`src/core/adc_ctrl_pkg.sv`:
```
package adc_ctrl_pkg;

    localparam int unsigned ADDR_W = 12;
    localparam int unsigned RES_W  = 12;

    localparam logic [ADDR_W-1:0] OFS_CTRL0   = 12'h000;
    localparam logic [ADDR_W-1:0] OFS_CTRL1   = 12'h004;
    localparam logic [ADDR_W-1:0] OFS_TRIG    = 12'h008;
    localparam logic [ADDR_W-1:0] OFS_DELAY   = 12'h00C;
    localparam logic [ADDR_W-1:0] OFS_RESULT  = 12'h010;
    localparam logic [ADDR_W-1:0] OFS_HIBOUND = 12'h014;
    localparam logic [ADDR_W-1:0] OFS_LOBOUND = 12'h018;
    localparam logic [ADDR_W-1:0] OFS_IRQ     = 12'h01C;
    localparam logic [ADDR_W-1:0] OFS_PINSEL  = 12'h020;

    // Control zero fields.
    localparam int unsigned C0_START = 7;
    localparam int unsigned C0_BUSY  = 6;
    localparam int unsigned C0_PWR   = 5;
    localparam int unsigned C0_FMT   = 4;
    localparam int unsigned C0_CH_LO = 0;
    // Control one fields.
    localparam int unsigned C1_SRC_LO = 4;
    localparam int unsigned C1_CK_LO  = 0;
    // Trigger control fields.
    localparam int unsigned TR_SEL  = 0;
    localparam int unsigned TR_DLY  = 1;
    localparam int unsigned TR_HIVE = 2;
    localparam int unsigned TR_LOVE = 3;
    // Interrupt register fields.
    localparam int unsigned IR_GIE  = 0;
    localparam int unsigned IR_ADE  = 1;
    localparam int unsigned IR_LIME = 2;
    localparam int unsigned IR_MFE  = 3;
    localparam int unsigned IR_ADF  = 4;
    localparam int unsigned IR_LIMF = 5;

    localparam int unsigned SAMPLE_CLKS  = 4;
    localparam int unsigned CONVERT_CLKS = 12;
    localparam int unsigned TOTAL_CLKS   = SAMPLE_CLKS + CONVERT_CLKS;

    localparam logic [2:0] SRC_EXT0 = 3'h0;
    localparam logic [2:0] SRC_AMP  = 3'h1;
    localparam logic [2:0] SRC_GND0 = 3'h2;
    localparam logic [2:0] SRC_GND1 = 3'h3;

    localparam logic [31:0] ZERO_WORD = 32'h0000_0000;

    typedef enum logic [1:0] {SEL_NONE, SEL_EXT, SEL_AMP, SEL_GND} mux_sel_t;

    typedef struct packed {
        logic [ADDR_W-1:0] paddr;
        logic              psel;
        logic              penable;
        logic              pwrite;
        logic [31:0]       pwdata;
    } apb_req_t;

    typedef struct packed {
        logic [31:0] prdata;
        logic        pready;
        logic        pslverr;
    } apb_rsp_t;

    typedef struct packed {
        mux_sel_t   sel;
        logic [3:0] channel;
        logic       float_in;
        logic       power_on;
    } analog_ctl_t;

endpackage

```
`src/core/adc_divider.sv`:
```
`timescale 1ns/1ps
`default_nettype none
module adc_divider
    import adc_ctrl_pkg::*;
(
    input  wire logic       sys_clk_i,
    input  wire logic       rst_i,
    input  wire logic       run_i,
    input  wire logic [2:0] div_sel_i,
    output logic            tick_o
);
    typedef struct packed {
        logic [6:0] cnt;
    } div_state_t;

    div_state_t st_reg;
    div_state_t st_next;

    function automatic logic [6:0] div_limit(input logic [2:0] s);
        div_limit = 7'((8'h01 << s) - 8'h01);
    endfunction

    // Division by 2**sel derives the converter clock enable.
    always_comb begin
        st_next = st_reg;
        tick_o  = 1'b0;
        if (!run_i) begin
            st_next.cnt = 7'h00;
        end else if (st_reg.cnt >= div_limit(div_sel_i)) begin
            st_next.cnt = 7'h00;
            tick_o      = 1'b1;
        end else begin
            st_next.cnt = st_reg.cnt + 7'h01;
        end
    end

    always_ff @(posedge sys_clk_i or posedge rst_i) begin
        if (rst_i) begin
            st_reg <= '0;
        end else begin
            st_reg <= st_next;
        end
    end
endmodule
`default_nettype wire

```
`src/core/adc_input_and_conversion_control.sv`:
```
`timescale 1ns/1ps
`default_nettype none
module adc_input_and_conversion_control
    import adc_ctrl_pkg::*;
#(
    parameter int unsigned PINS = 8
)(
    input  wire logic              sys_clk_i,
    input  wire logic              rst_i,
    input  wire apb_req_t          apb_req_i,
    output apb_rsp_t               apb_rsp_o,
    input  wire logic              pwm_event_i,
    input  wire logic [RES_W-1:0]  sar_data_i,
    input  wire logic [PINS-1:0]   port_dir_in_i,
    input  wire logic [PINS-1:0]   pullup_en_i,
    output analog_ctl_t            analog_ctl_o,
    output logic                   sample_o,
    output logic [PINS-1:0]        pin_analog_o,
    output logic [PINS-1:0]        pin_digital_en_o,
    output logic [PINS-1:0]        pin_out_en_n_o,
    output logic [PINS-1:0]        pullup_on_o,
    output logic                   irq_o
);
    initial begin
        if (PINS < 1 || PINS > 16) begin
            $error("PINS must be between 1 and 16.");
        end
    end

    typedef enum logic [1:0] {ST_IDLE, ST_DELAY, ST_SAMPLE, ST_CONVERT} phase_t;

    typedef struct packed {
        phase_t            phase;
        logic [4:0]        clk_cnt;
        logic [7:0]        dly_cnt;
        logic [7:0]        ctrl0;
        logic [7:0]        ctrl1;
        logic [3:0]        trig;
        logic [7:0]        delay;
        logic [RES_W-1:0]  result;
        logic [RES_W-1:0]  hi_bound;
        logic [RES_W-1:0]  lo_bound;
        logic [3:0]        irq_en;
        logic              adf;
        logic              limf;
        logic              start_seen;
        logic              amp_conv;
        logic [PINS-1:0]   pin_sel;
        logic [31:0]       rdata;
    } state_t;

    state_t st_reg;
    state_t st_next;
    logic   adc_tick;

    ////////////////////////////////////////////////////////////////////////
    adc_divider u_div (
        .sys_clk_i (sys_clk_i),
        .rst_i     (rst_i),
        .run_i     (st_reg.phase == ST_SAMPLE || st_reg.phase == ST_CONVERT),
        .div_sel_i (st_reg.ctrl1[C1_CK_LO +: 3]),
        .tick_o    (adc_tick)
    );

    // Right-aligned when format bit is set, else left-aligned in 16 bits.
    function automatic logic [15:0] align(input logic [RES_W-1:0] v,
                                          input logic fmt);
        align = fmt ? {4'h0, v} : {v, 4'h0};
    endfunction

    function automatic mux_sel_t route(input logic [2:0] src,
                                       input logic [3:0] ch);
        if (src == SRC_AMP) begin
            route = SEL_AMP;
        end else if (src == SRC_GND0 || src == SRC_GND1) begin
            route = SEL_GND;
        end else if (ch[3] || ch == 4'h1 || ch == 4'h5) begin
            route = SEL_NONE;
        end else begin
            route = SEL_EXT;
        end
    endfunction

    ////////////////////////////////////////////////////////////////////////
    logic       access;
    logic       wr;
    logic [2:0] src;
    logic       start_req;
    logic       done;
    logic       exceed;
    logic       hit_hi;
    logic       hit_lo;

    assign access = apb_req_i.psel && apb_req_i.penable;
    assign wr     = access && apb_req_i.pwrite;
    assign src    = st_reg.ctrl1[C1_SRC_LO +: 3];
    assign done   = st_reg.phase == ST_CONVERT && adc_tick
                    && st_reg.clk_cnt == 5'(TOTAL_CLKS - 1);
    assign hit_hi = st_reg.trig[TR_HIVE] && sar_data_i > st_reg.hi_bound;
    assign hit_lo = st_reg.trig[TR_LOVE] && sar_data_i < st_reg.lo_bound;
    assign exceed = done && st_reg.amp_conv && (hit_hi || hit_lo);

    always_comb begin
        logic [7:0] c0_w;
        c0_w      = apb_req_i.pwdata[7:0];
        st_next   = st_reg;
        start_req = 1'b0;
        // Start fires on the falling edge of the start bit after a rise.
        if (wr && apb_req_i.paddr == OFS_CTRL0) begin
            if (c0_w[C0_START]) begin
                st_next.start_seen = 1'b1;
            end else if (st_reg.start_seen) begin
                st_next.start_seen = 1'b0;
                start_req = !st_reg.trig[TR_SEL];
            end
            st_next.ctrl0 = {c0_w[7], st_reg.ctrl0[C0_BUSY], c0_w[5:0]};
        end
        if (pwm_event_i && st_reg.trig[TR_SEL]) begin
            start_req = 1'b1;
        end
        if (wr) begin
            case (apb_req_i.paddr)
                OFS_CTRL1:   st_next.ctrl1 = apb_req_i.pwdata[7:0];
                OFS_TRIG:    st_next.trig = apb_req_i.pwdata[3:0];
                OFS_DELAY:   st_next.delay = apb_req_i.pwdata[7:0];
                OFS_HIBOUND: st_next.hi_bound = st_reg.ctrl0[C0_FMT]
                    ? apb_req_i.pwdata[RES_W-1:0]
                    : apb_req_i.pwdata[15:4];
                OFS_LOBOUND: st_next.lo_bound = st_reg.ctrl0[C0_FMT]
                    ? apb_req_i.pwdata[RES_W-1:0]
                    : apb_req_i.pwdata[15:4];
                OFS_IRQ: begin
                    st_next.irq_en = apb_req_i.pwdata[3:0];
                    if (!apb_req_i.pwdata[IR_ADF]) st_next.adf = 1'b0;
                    if (!apb_req_i.pwdata[IR_LIMF]) st_next.limf = 1'b0;
                end
                OFS_PINSEL:  st_next.pin_sel = apb_req_i.pwdata[PINS-1:0];
                default: ;
            endcase
        end
        case (st_reg.phase)
            ST_IDLE: begin
                st_next.clk_cnt = 5'h00;
                if (start_req && st_reg.ctrl0[C0_PWR]) begin
                    st_next.amp_conv = src == SRC_AMP;
                    if (st_reg.trig[TR_SEL] && st_reg.trig[TR_DLY]
                        && st_reg.delay != 8'h00) begin
                        st_next.dly_cnt = st_reg.delay - 8'h01;
                        st_next.phase   = ST_DELAY;
                    end else begin
                        st_next.phase = ST_SAMPLE;
                    end
                    st_next.ctrl0[C0_BUSY] = 1'b1;
                end
            end
            ST_DELAY: begin
                // Each idle cycle here is one system clock of delay.
                if (st_reg.dly_cnt == 8'h00) begin
                    st_next.phase = ST_SAMPLE;
                end else begin
                    st_next.dly_cnt = st_reg.dly_cnt - 8'h01;
                end
            end
            ST_SAMPLE: begin
                if (adc_tick) begin
                    st_next.clk_cnt = st_reg.clk_cnt + 5'h01;
                    if (st_reg.clk_cnt == 5'(SAMPLE_CLKS - 1)) begin
                        st_next.phase = ST_CONVERT;
                    end
                end
            end
            ST_CONVERT: begin
                if (adc_tick) begin
                    st_next.clk_cnt = st_reg.clk_cnt + 5'h01;
                end
                if (done) begin
                    st_next.result = sar_data_i;
                    st_next.ctrl0[C0_BUSY] = 1'b0;
                    st_next.adf = 1'b1;
                    st_next.phase = ST_IDLE;
                end
            end
            default: st_next.phase = ST_IDLE;
        endcase
        // Busy phases ignore new starts; power-down aborts.
        if (!st_reg.ctrl0[C0_PWR] && st_reg.phase != ST_IDLE) begin
            st_next.phase = ST_IDLE;
            st_next.ctrl0[C0_BUSY] = 1'b0;
        end
        if (exceed) begin
            st_next.limf = 1'b1;
        end
        st_next.rdata = ZERO_WORD;
        if (apb_req_i.psel && !apb_req_i.penable && !apb_req_i.pwrite) begin
            case (apb_req_i.paddr)
                OFS_CTRL0:   st_next.rdata = {24'h0, st_reg.ctrl0};
                OFS_CTRL1:   st_next.rdata = {24'h0, st_reg.ctrl1};
                OFS_TRIG:    st_next.rdata = {28'h0, st_reg.trig};
                OFS_DELAY:   st_next.rdata = {24'h0, st_reg.delay};
                OFS_RESULT:  st_next.rdata = {16'h0,
                    align(st_reg.result, st_reg.ctrl0[C0_FMT])};
                OFS_HIBOUND: st_next.rdata = {16'h0,
                    align(st_reg.hi_bound, st_reg.ctrl0[C0_FMT])};
                OFS_LOBOUND: st_next.rdata = {16'h0,
                    align(st_reg.lo_bound, st_reg.ctrl0[C0_FMT])};
                OFS_IRQ:     st_next.rdata = {26'h0, st_reg.limf,
                    st_reg.adf, st_reg.irq_en};
                OFS_PINSEL:  st_next.rdata = 32'(st_reg.pin_sel);
                default:     st_next.rdata = ZERO_WORD;
            endcase
        end
    end

    always_ff @(posedge sys_clk_i or posedge rst_i) begin
        if (rst_i) begin
            st_reg <= '0;
        end else begin
            st_reg <= st_next;
        end
    end

    ////////////////////////////////////////////////////////////////////////
    // Read data is captured in the setup cycle, so access phase is one cycle.
    logic mapped;
    assign mapped = apb_req_i.paddr[1:0] == 2'b00
                    && apb_req_i.paddr <= OFS_PINSEL;
    assign apb_rsp_o.prdata  = st_reg.rdata;
    assign apb_rsp_o.pready  = 1'b1;
    assign apb_rsp_o.pslverr = access && !mapped;

    always_comb begin
        analog_ctl_o.sel      = route(src, st_reg.ctrl0[C0_CH_LO +: 4]);
        analog_ctl_o.channel  = st_reg.ctrl0[C0_CH_LO +: 4];
        analog_ctl_o.float_in = analog_ctl_o.sel == SEL_NONE;
        analog_ctl_o.power_on = st_reg.ctrl0[C0_PWR];
    end
    assign sample_o         = st_reg.phase == ST_SAMPLE;
    assign pin_analog_o     = st_reg.pin_sel;
    assign pin_digital_en_o = ~st_reg.pin_sel;
    // Analog pins never drive, whatever the port direction says.
    assign pin_out_en_n_o   = port_dir_in_i | st_reg.pin_sel;
    assign pullup_on_o      = pullup_en_i & ~st_reg.pin_sel;
    assign irq_o = st_reg.irq_en[IR_GIE] && st_reg.irq_en[IR_MFE]
                   && ((st_reg.irq_en[IR_ADE] && st_reg.adf)
                   || (st_reg.irq_en[IR_LIME] && st_reg.limf));
endmodule
`default_nettype wire

```
`config.mk`:
```
export PLATFORM = sky130hd
export DESIGN_NAME = adc_input_and_conversion_control
export DESIGN_NICKNAME = d
export VERILOG_FILES = /design/src/core/adc_ctrl_pkg.sv /design/src/core/adc_divider.sv /design/src/core/adc_input_and_conversion_control.sv
export SDC_FILE = /design/constraint.sdc
export NUM_CORES = 1
export LEC_CHECK = 0
export BUFFER_PORTS_ARGS = -buffer_cell sky130_fd_sc_hd__buf_2
export CAP_MARGIN = 10
export CORE_MARGIN = 1.5
export CORE_UTILIZATION = 42
export DETAILED_ROUTE_END_ITERATION = 6
export PLACE_DENSITY = 0.66
export SETUP_SLACK_MARGIN = 0.15
export SLEW_MARGIN = 20
export SYNTH_ARGS = -nofsm -noshare
export SYNTH_HDL_FRONTEND = slang
export SYNTH_SLANG_ARGS = --single-unit
```
`constraint.sdc`:
```
create_clock -name sys_clk_i -period 3.55 [get_ports sys_clk_i]
set_input_delay 0.71 -clock sys_clk_i [delete_from_list [all_inputs] [get_ports sys_clk_i]]
set_output_delay 0.71 -clock sys_clk_i [all_outputs]
set_load 0.02 [all_outputs]
```
# Word level (Yosys, flattened, before mapping)
# Index checks and enable logic that the tools add are counted.
[totals] word_cells=161 regBits=134
[op_classes] shift=1 eq_ne=29 n_addsub=5 n_reduce_logical=57 bitwise_logic=3 order_cmp=4 muxes=43
[ops] cell="case mux 16 bit (9 select lines)" n=1
[ops] cell="2-to-1 mux 16 bit" n=4
[ops] cell="== test 12 x 5 -> 1 bit (second input constant)" n=4
[ops] cell="== test 12 x 4 -> 1 bit (second input constant)" n=2
[ops] cell="2-to-1 mux 8 bit" n=3
[ops] cell="logical AND 1 bit" n=22
[ops] cell="2-to-1 mux 7 bit" n=3
[ops] cell="2-to-1 mux 2 bit" n=10
[ops] cell="AND reduction 2 bit" n=9
[ops] cell="2-to-1 mux 1 bit" n=16
[ops] cell="case mux 8 bit (2 select lines)" n=1
[ops] cell="subtractor 8 x 1 -> 8 bit (second input constant)" n=2
[ops] cell="case mux 5 bit (3 select lines)" n=1
[ops] cell="== test 12 x 3 -> 1 bit (second input constant)" n=1
[ops] cell="== test 12 x 6 -> 1 bit (second input constant)" n=1
[ops] cell="> comparator 12 bit" n=1
[ops] cell="<= comparator 12 x 6 -> 1 bit (second input constant)" n=1
[ops] cell="logical NOT 12 bit" n=1
[ops] cell="< comparator 12 bit" n=1
[ops] cell="2-to-1 mux 12 bit" n=1
[ops] cell="AND 8 bit" n=1
[ops] cell="logical NOT 8 bit" n=1
[ops] cell="inequality test 2 bit (second input constant)" n=4
[ops] cell="inverter 8 bit" n=1
[ops] cell="other kinds (30)" n=50

# Logic depth before layout (Yosys ltp)
[depth] depth_word=11 depth_mapped=13

# Hierarchy
# A second synthesis with hierarchy kept.
[hier_totals] hier_cells=763 area_unflattened_um2=7390.8
[by_module_without_submodules] mod="adc_input_and_conversion_control" area_per_inst_um2=6852.8 cells_each=711 seq_area_each_um2=2752.6 n_inst=1
[by_module_without_submodules] mod="adc_divider" area_per_inst_um2=538.0 cells_each=52 seq_area_each_um2=175.2 n_inst=1

# Least setup slack after synthesis
# Ideal clock, no wire load.
[synth_path] path_type="register to register" from="register st_reg[126] (netlist name)" to="register st_reg[118] (netlist name)" arrival_ns=2.829 slack_ns=0.595 path_stages_with_launch=14 required_time_ns=3.424 cell_sequence="dfrtp_1 -> inv_1 -> ha_1 -> clkbuf_1 -> buf_1 -> clkbuf_1 -> mux2i_1 -> ha_1 -> o21ai_0 -> or2_2 -> nor3b_1 -> a21oi_1 -> a21oi_1 -> a21oi_1"
[synth_via] elab_chain_cells=3 word_cells_on_any_way=8
[synth_rtl] item="start: declaration" line_no="adc_input_and_conversion_control.sv:52" text="state_t st_reg;"
[synth_rtl] item="start signal: assignment" line_no="adc_input_and_conversion_control.sv:218" text="st_reg <= st_next;"
[synth_rtl] item="== test 2 x 1 -> 1 bit / logical NOT 2 bit (equally long branches)" line_no="adc_input_and_conversion_control.sv:141" text="case (st_reg.phase)"
[synth_rtl] item="inequality test 2 bit (no line) / nonzero test 2 bit (equally long branches)"
[synth_rtl] item="AND reduction 4 bit (no line)"
# Several ways; a longest one is shown, not always the timed one.
# A chain may end at the register's enable or synchronous reset.

# Worst setup path in the final report
[layout_path] from="register st_reg[98] (netlist name)" to="register st_reg[120] (netlist name)"
[layout_via] elab_chain_cells=7 word_cells_on_any_way=8
[layout_rtl] item="<< shifter 1 x 3 -> 7 bit (*)" line_no="adc_divider.sv:20" text="div_limit = 7'((8'h01 << s) - 8'h01);"
[layout_rtl] item="subtractor 7 x 1 -> 7 bit (*)" line_no="adc_divider.sv:20"
[layout_rtl] item="greater-or-equal comparator 7 bit (*)" line_no="adc_divider.sv:29" text="end else if (st_reg.cnt >= div_limit(div_sel_i)) begin"
[layout_rtl] item="2-to-1 mux 1 bit (*)" line_no="adc_divider.sv:29"
[layout_rtl] item="2-to-1 mux 1 bit (*)" line_no="adc_divider.sv:27" text="if (!run_i) begin"
[layout_rtl] item="inequality test 2 bit (no line) / inequality test 2 x 1 -> 1 bit (equally long branches)"
[layout_rtl] item="AND reduction 3 bit (no line) (*)"
# Mark *: on every way between the ends. The rest lies on a longest branch, timed or not.

==> metrics.md <==
| Metric | Value |
|---|---|
| Total net switching power | 810.5 µW |
| Power Density | 413.9 mW/mm² |
| Status | complete, but fails checks |
| CTS hold repair buffers | 0 |
| Max reg flops | 78 |
| Nets | 963 |
| Clock Path Buffers | 2 |
| Area fraction of the dominant cell type after synthesis | 41.27% |
| Post-CTS setup buffers | 0 |
| H-tree depth | 4 |
| CP Data Required Time | 3.81 ns |
| Leakage Power | 3.839 nW |
| Worst-path clk slew | 0.05 ns |
| Fin cells | 1078 |
| RSZ-0062 raised after global routing | no |
| Crit end category | flip-flop |
| Synth area leaders | dfrtp_1, mux2_2, ha_1, buf_4, o21ai_0 |
| Post-route setup slack | 0.7001 ns |
| MaxCap Viol Count | 0 |
| Setup violators final | 0 |
| Tcrit/Tclk final | 80.28% |
| Die width | 133.0 µm |
| DIE AREA | 0.01768 mm² |
| Clock Power Share | 50.2% |
| Int Pwr | 2.614 mW |
| Pwr Total | 3.425 mW |
| Hold Crit Class | in2async |
| Routed wl met3 | 1.117 mm |
| Final ANT Viol Nets | 0 |
| WL final | 19.27 mm |
| Initial DRC Count | 625 |
| # resized after CTS | 0 |
| #FFs+latches synth | 117 |
| Yosys top cell by area | dfrtp_1 |
| CP Class | reg2reg |
| Num CTS Buffers | 17 |
| Clock Skews | 0.006111 ns |
| Synth Instances | 753 |
| Number of synthesized flops with an enable pin | 0 |
| Relative slew slack | 32.06% |
| Core area | 0.01652 mm² |
| Total congestion overflow | 0 |
| Reg power frac | 40.2% |
| Gate power share | 9.6% |
| Largest net degree at the start of global routing | 118 |
| DR vias/cell | 5.455 |
| Initial core utilization | 42.93% |
| Minimum clock period after layout | 2.850 ns |
| GRT Overall Usage | 22.37% |
| Cell area after synthesis | 0.007094 mm² |
| First-pass GRT wire length | 30.22 mm |
| Util after Layout | 50.07% |
| Setup tns final | 0 ns |
| DIE HEIGHT | 133.0 µm |
| Synth Flop Type | dfrtp_1 |
| Number of global-route vias before repair | 5448 |
| Number of diodes | 0 |
| IO Pins | 154 |
| Area Overhead vs Synth | 16.63% |
| Worst-Margin Slew | 1.019 ns |
| VDD IR max | 0.3539 mV |
| Final GP Congestion | 0.9280 |
| Fmax | 0.3509 GHz |
| Synth warnings | 0 |
| Number of library cell types mapped by synthesis | 58 |
| Worst setup SP type | flip-flop |
| Async set-reset flop share out of synthesis | 100.0% |
| Pre-CTS setup slack | 0.6608 ns |
| Layout cells sized above 1 | 27.04% |
| Row Count | 47 |
| Wl on met1 | 8.955 mm |
| Failing checks | DRC |
| Placed insts | 1048 |
| Avg Cell Area, Syn | 9.421 µm² |
| Sw frac | 23.67% |
| Number of clock sinks | 117 |
| Met2 Wirelength | 8.870 mm |
| Initial DRT Pass Iterations | 7 |
| Port buffer count | 120 |
| Max Slew Vio Count | 0 |
| # DRC | 4 |
| Worst EP arrival | 3.11 ns |
| Clock Latency Late Sink | 0.41 ns |
| CTS tree | built |
| Antenna violations before repair | 0 |
| Clk root buf | clkbuf_16 |
| Max Used Layer | met4 |
| Drt wl/cell | 17.87 µm |
| Final HPWL DP | 14.19 mm |
| Final Hold Vio Count | 0 |
| Sequential element share of the synthesized area | 41.27% |
| Crit Path Max Fanout | 8 |
| Total number of vias | 5881 |
==> path summary, 6_finish.rpt <==
path,from,end,slack [ns],cells past startpoint
min in group sys_clk_i,st_reg[40],st_reg[40],0.48,2
min reg2reg,st_reg[40],st_reg[40],0.48,2
max,st_reg[98],st_reg[120],0.70,9
max in group asynchronous,rst_i,st_reg[90],2.59,3
max reg2reg,st_reg[98],st_reg[120],0.70,9
min,rst_i,st_reg[121],0.45,3
==> layout by cell type, fill, tap and decap left out, types with 7 or more instances in the layout <==
master | synthesis | routed
nor3_1 | 18 | 18
a22oi_1 | 13 | 13
o21ai_0 | 60 | 60
nor2b_1 | 15 | 15
a31oi_1 | 8 | 8
dfrtp_1 | 117 | 117
mux2_2 | 52 | 52
ha_1 | 38 | 38
clkbuf_16 | 0 | 17
conb_1 | 2 | 17
nand3_1 | 25 | 25
nand4_1 | 8 | 8
nand2_1 | 71 | 71
nand2b_1 | 9 | 9
a222oi_1 | 10 | 10
buf_4 | 47 | 12
inv_1 | 47 | 46
a21oi_1 | 36 | 36
or2_2 | 12 | 12
buf_2 | 3 | 120
mux2i_1 | 23 | 23
nor2_1 | 40 | 40
and3_1 | 7 | 7
==> area by class of cell <==
class	count	area, µm²
clock buffer	27	523.0
fill	1558	8250
sequential	117	2928
tap	220	275.3
clock inverter	3	65.06
inverter	47	180.2
multi-input combinational	531	3592
timing repair buffer	133	710.7
==> logic make-up after synthesis <==
logic type      Yosys count  synth area share [%]
mux                      76                 11.71
xor+xnor                  6                0.7407
other cells               2                0.1059
simple gates            230                 16.10
flops                   117                 41.27
buf+inv                 120                 8.889
compound gates          164                 14.48
fa+ha+maj                38                 6.702
==> power groups by stage <==
stage | clock [mW] | sequential (mW) | combinational (mW)
finish | 1.72 | 1.38 | 0.329
global route | 1.80 | 1.38 | 0.366
CTS | 1.75 | 1.38 | 0.331
detailed placement | 0 | 1.40 | 0.331
global placement | 0 | 1.40 | 0.324
floorplan | 0 | 1.40 | 0.226
==> per-layer routing <==
| layer | GRT usage, % | up-vias |
|---|---|---|
| li1 | - | 2802 |
| met1 | 31.38 | 2829 |
| met2 | 34.84 | 225 |
| met3 | 3.678 | 25 |
| met4 | 8.242 | 0 |
| met5 | 0 | - |
==> Yosys cell counts (15+ instances only) <==
cell type,count
dfrtp_1,117
nand2_1,71
o21ai_0,60
mux2_2,52
buf_4,47
inv_1,47
nor2_1,40
ha_1,38
a21oi_1,36
nand3_1,25
mux2i_1,23
clkbuf_1,20
nor3_1,18
nor2b_1,15
==> metrics by stage <==
| stage | hold WS (ns) | cell area, µm² |
|---|---|---|
| 6_report | 0.4485 | 8274 |
| 5_1_grt | 0.5101 | 8274 |
| 4_1_cts | 0.4849 | 8274 |
| 3_5_place_dp | 0.4728 | 7686 |
| 3_3_place_gp | 0.4716 | 7686 |
| 2_1_floorplan | 0.4434 | 7154 |
==> worst max-delay path, cell delays in order (launching register included) <==
cell and delay [ns]:
dfrtp_1 0.44, or3_1 0.40, ha_1 0.27, nand2b_1 0.14, a31oi_1 0.16, o21ai_0 0.11
a21oi_1 0.47, mux2i_1 0.36, o21ai_0 0.24, mux2i_1 0.12
Power figures use the tool's default switching activity.
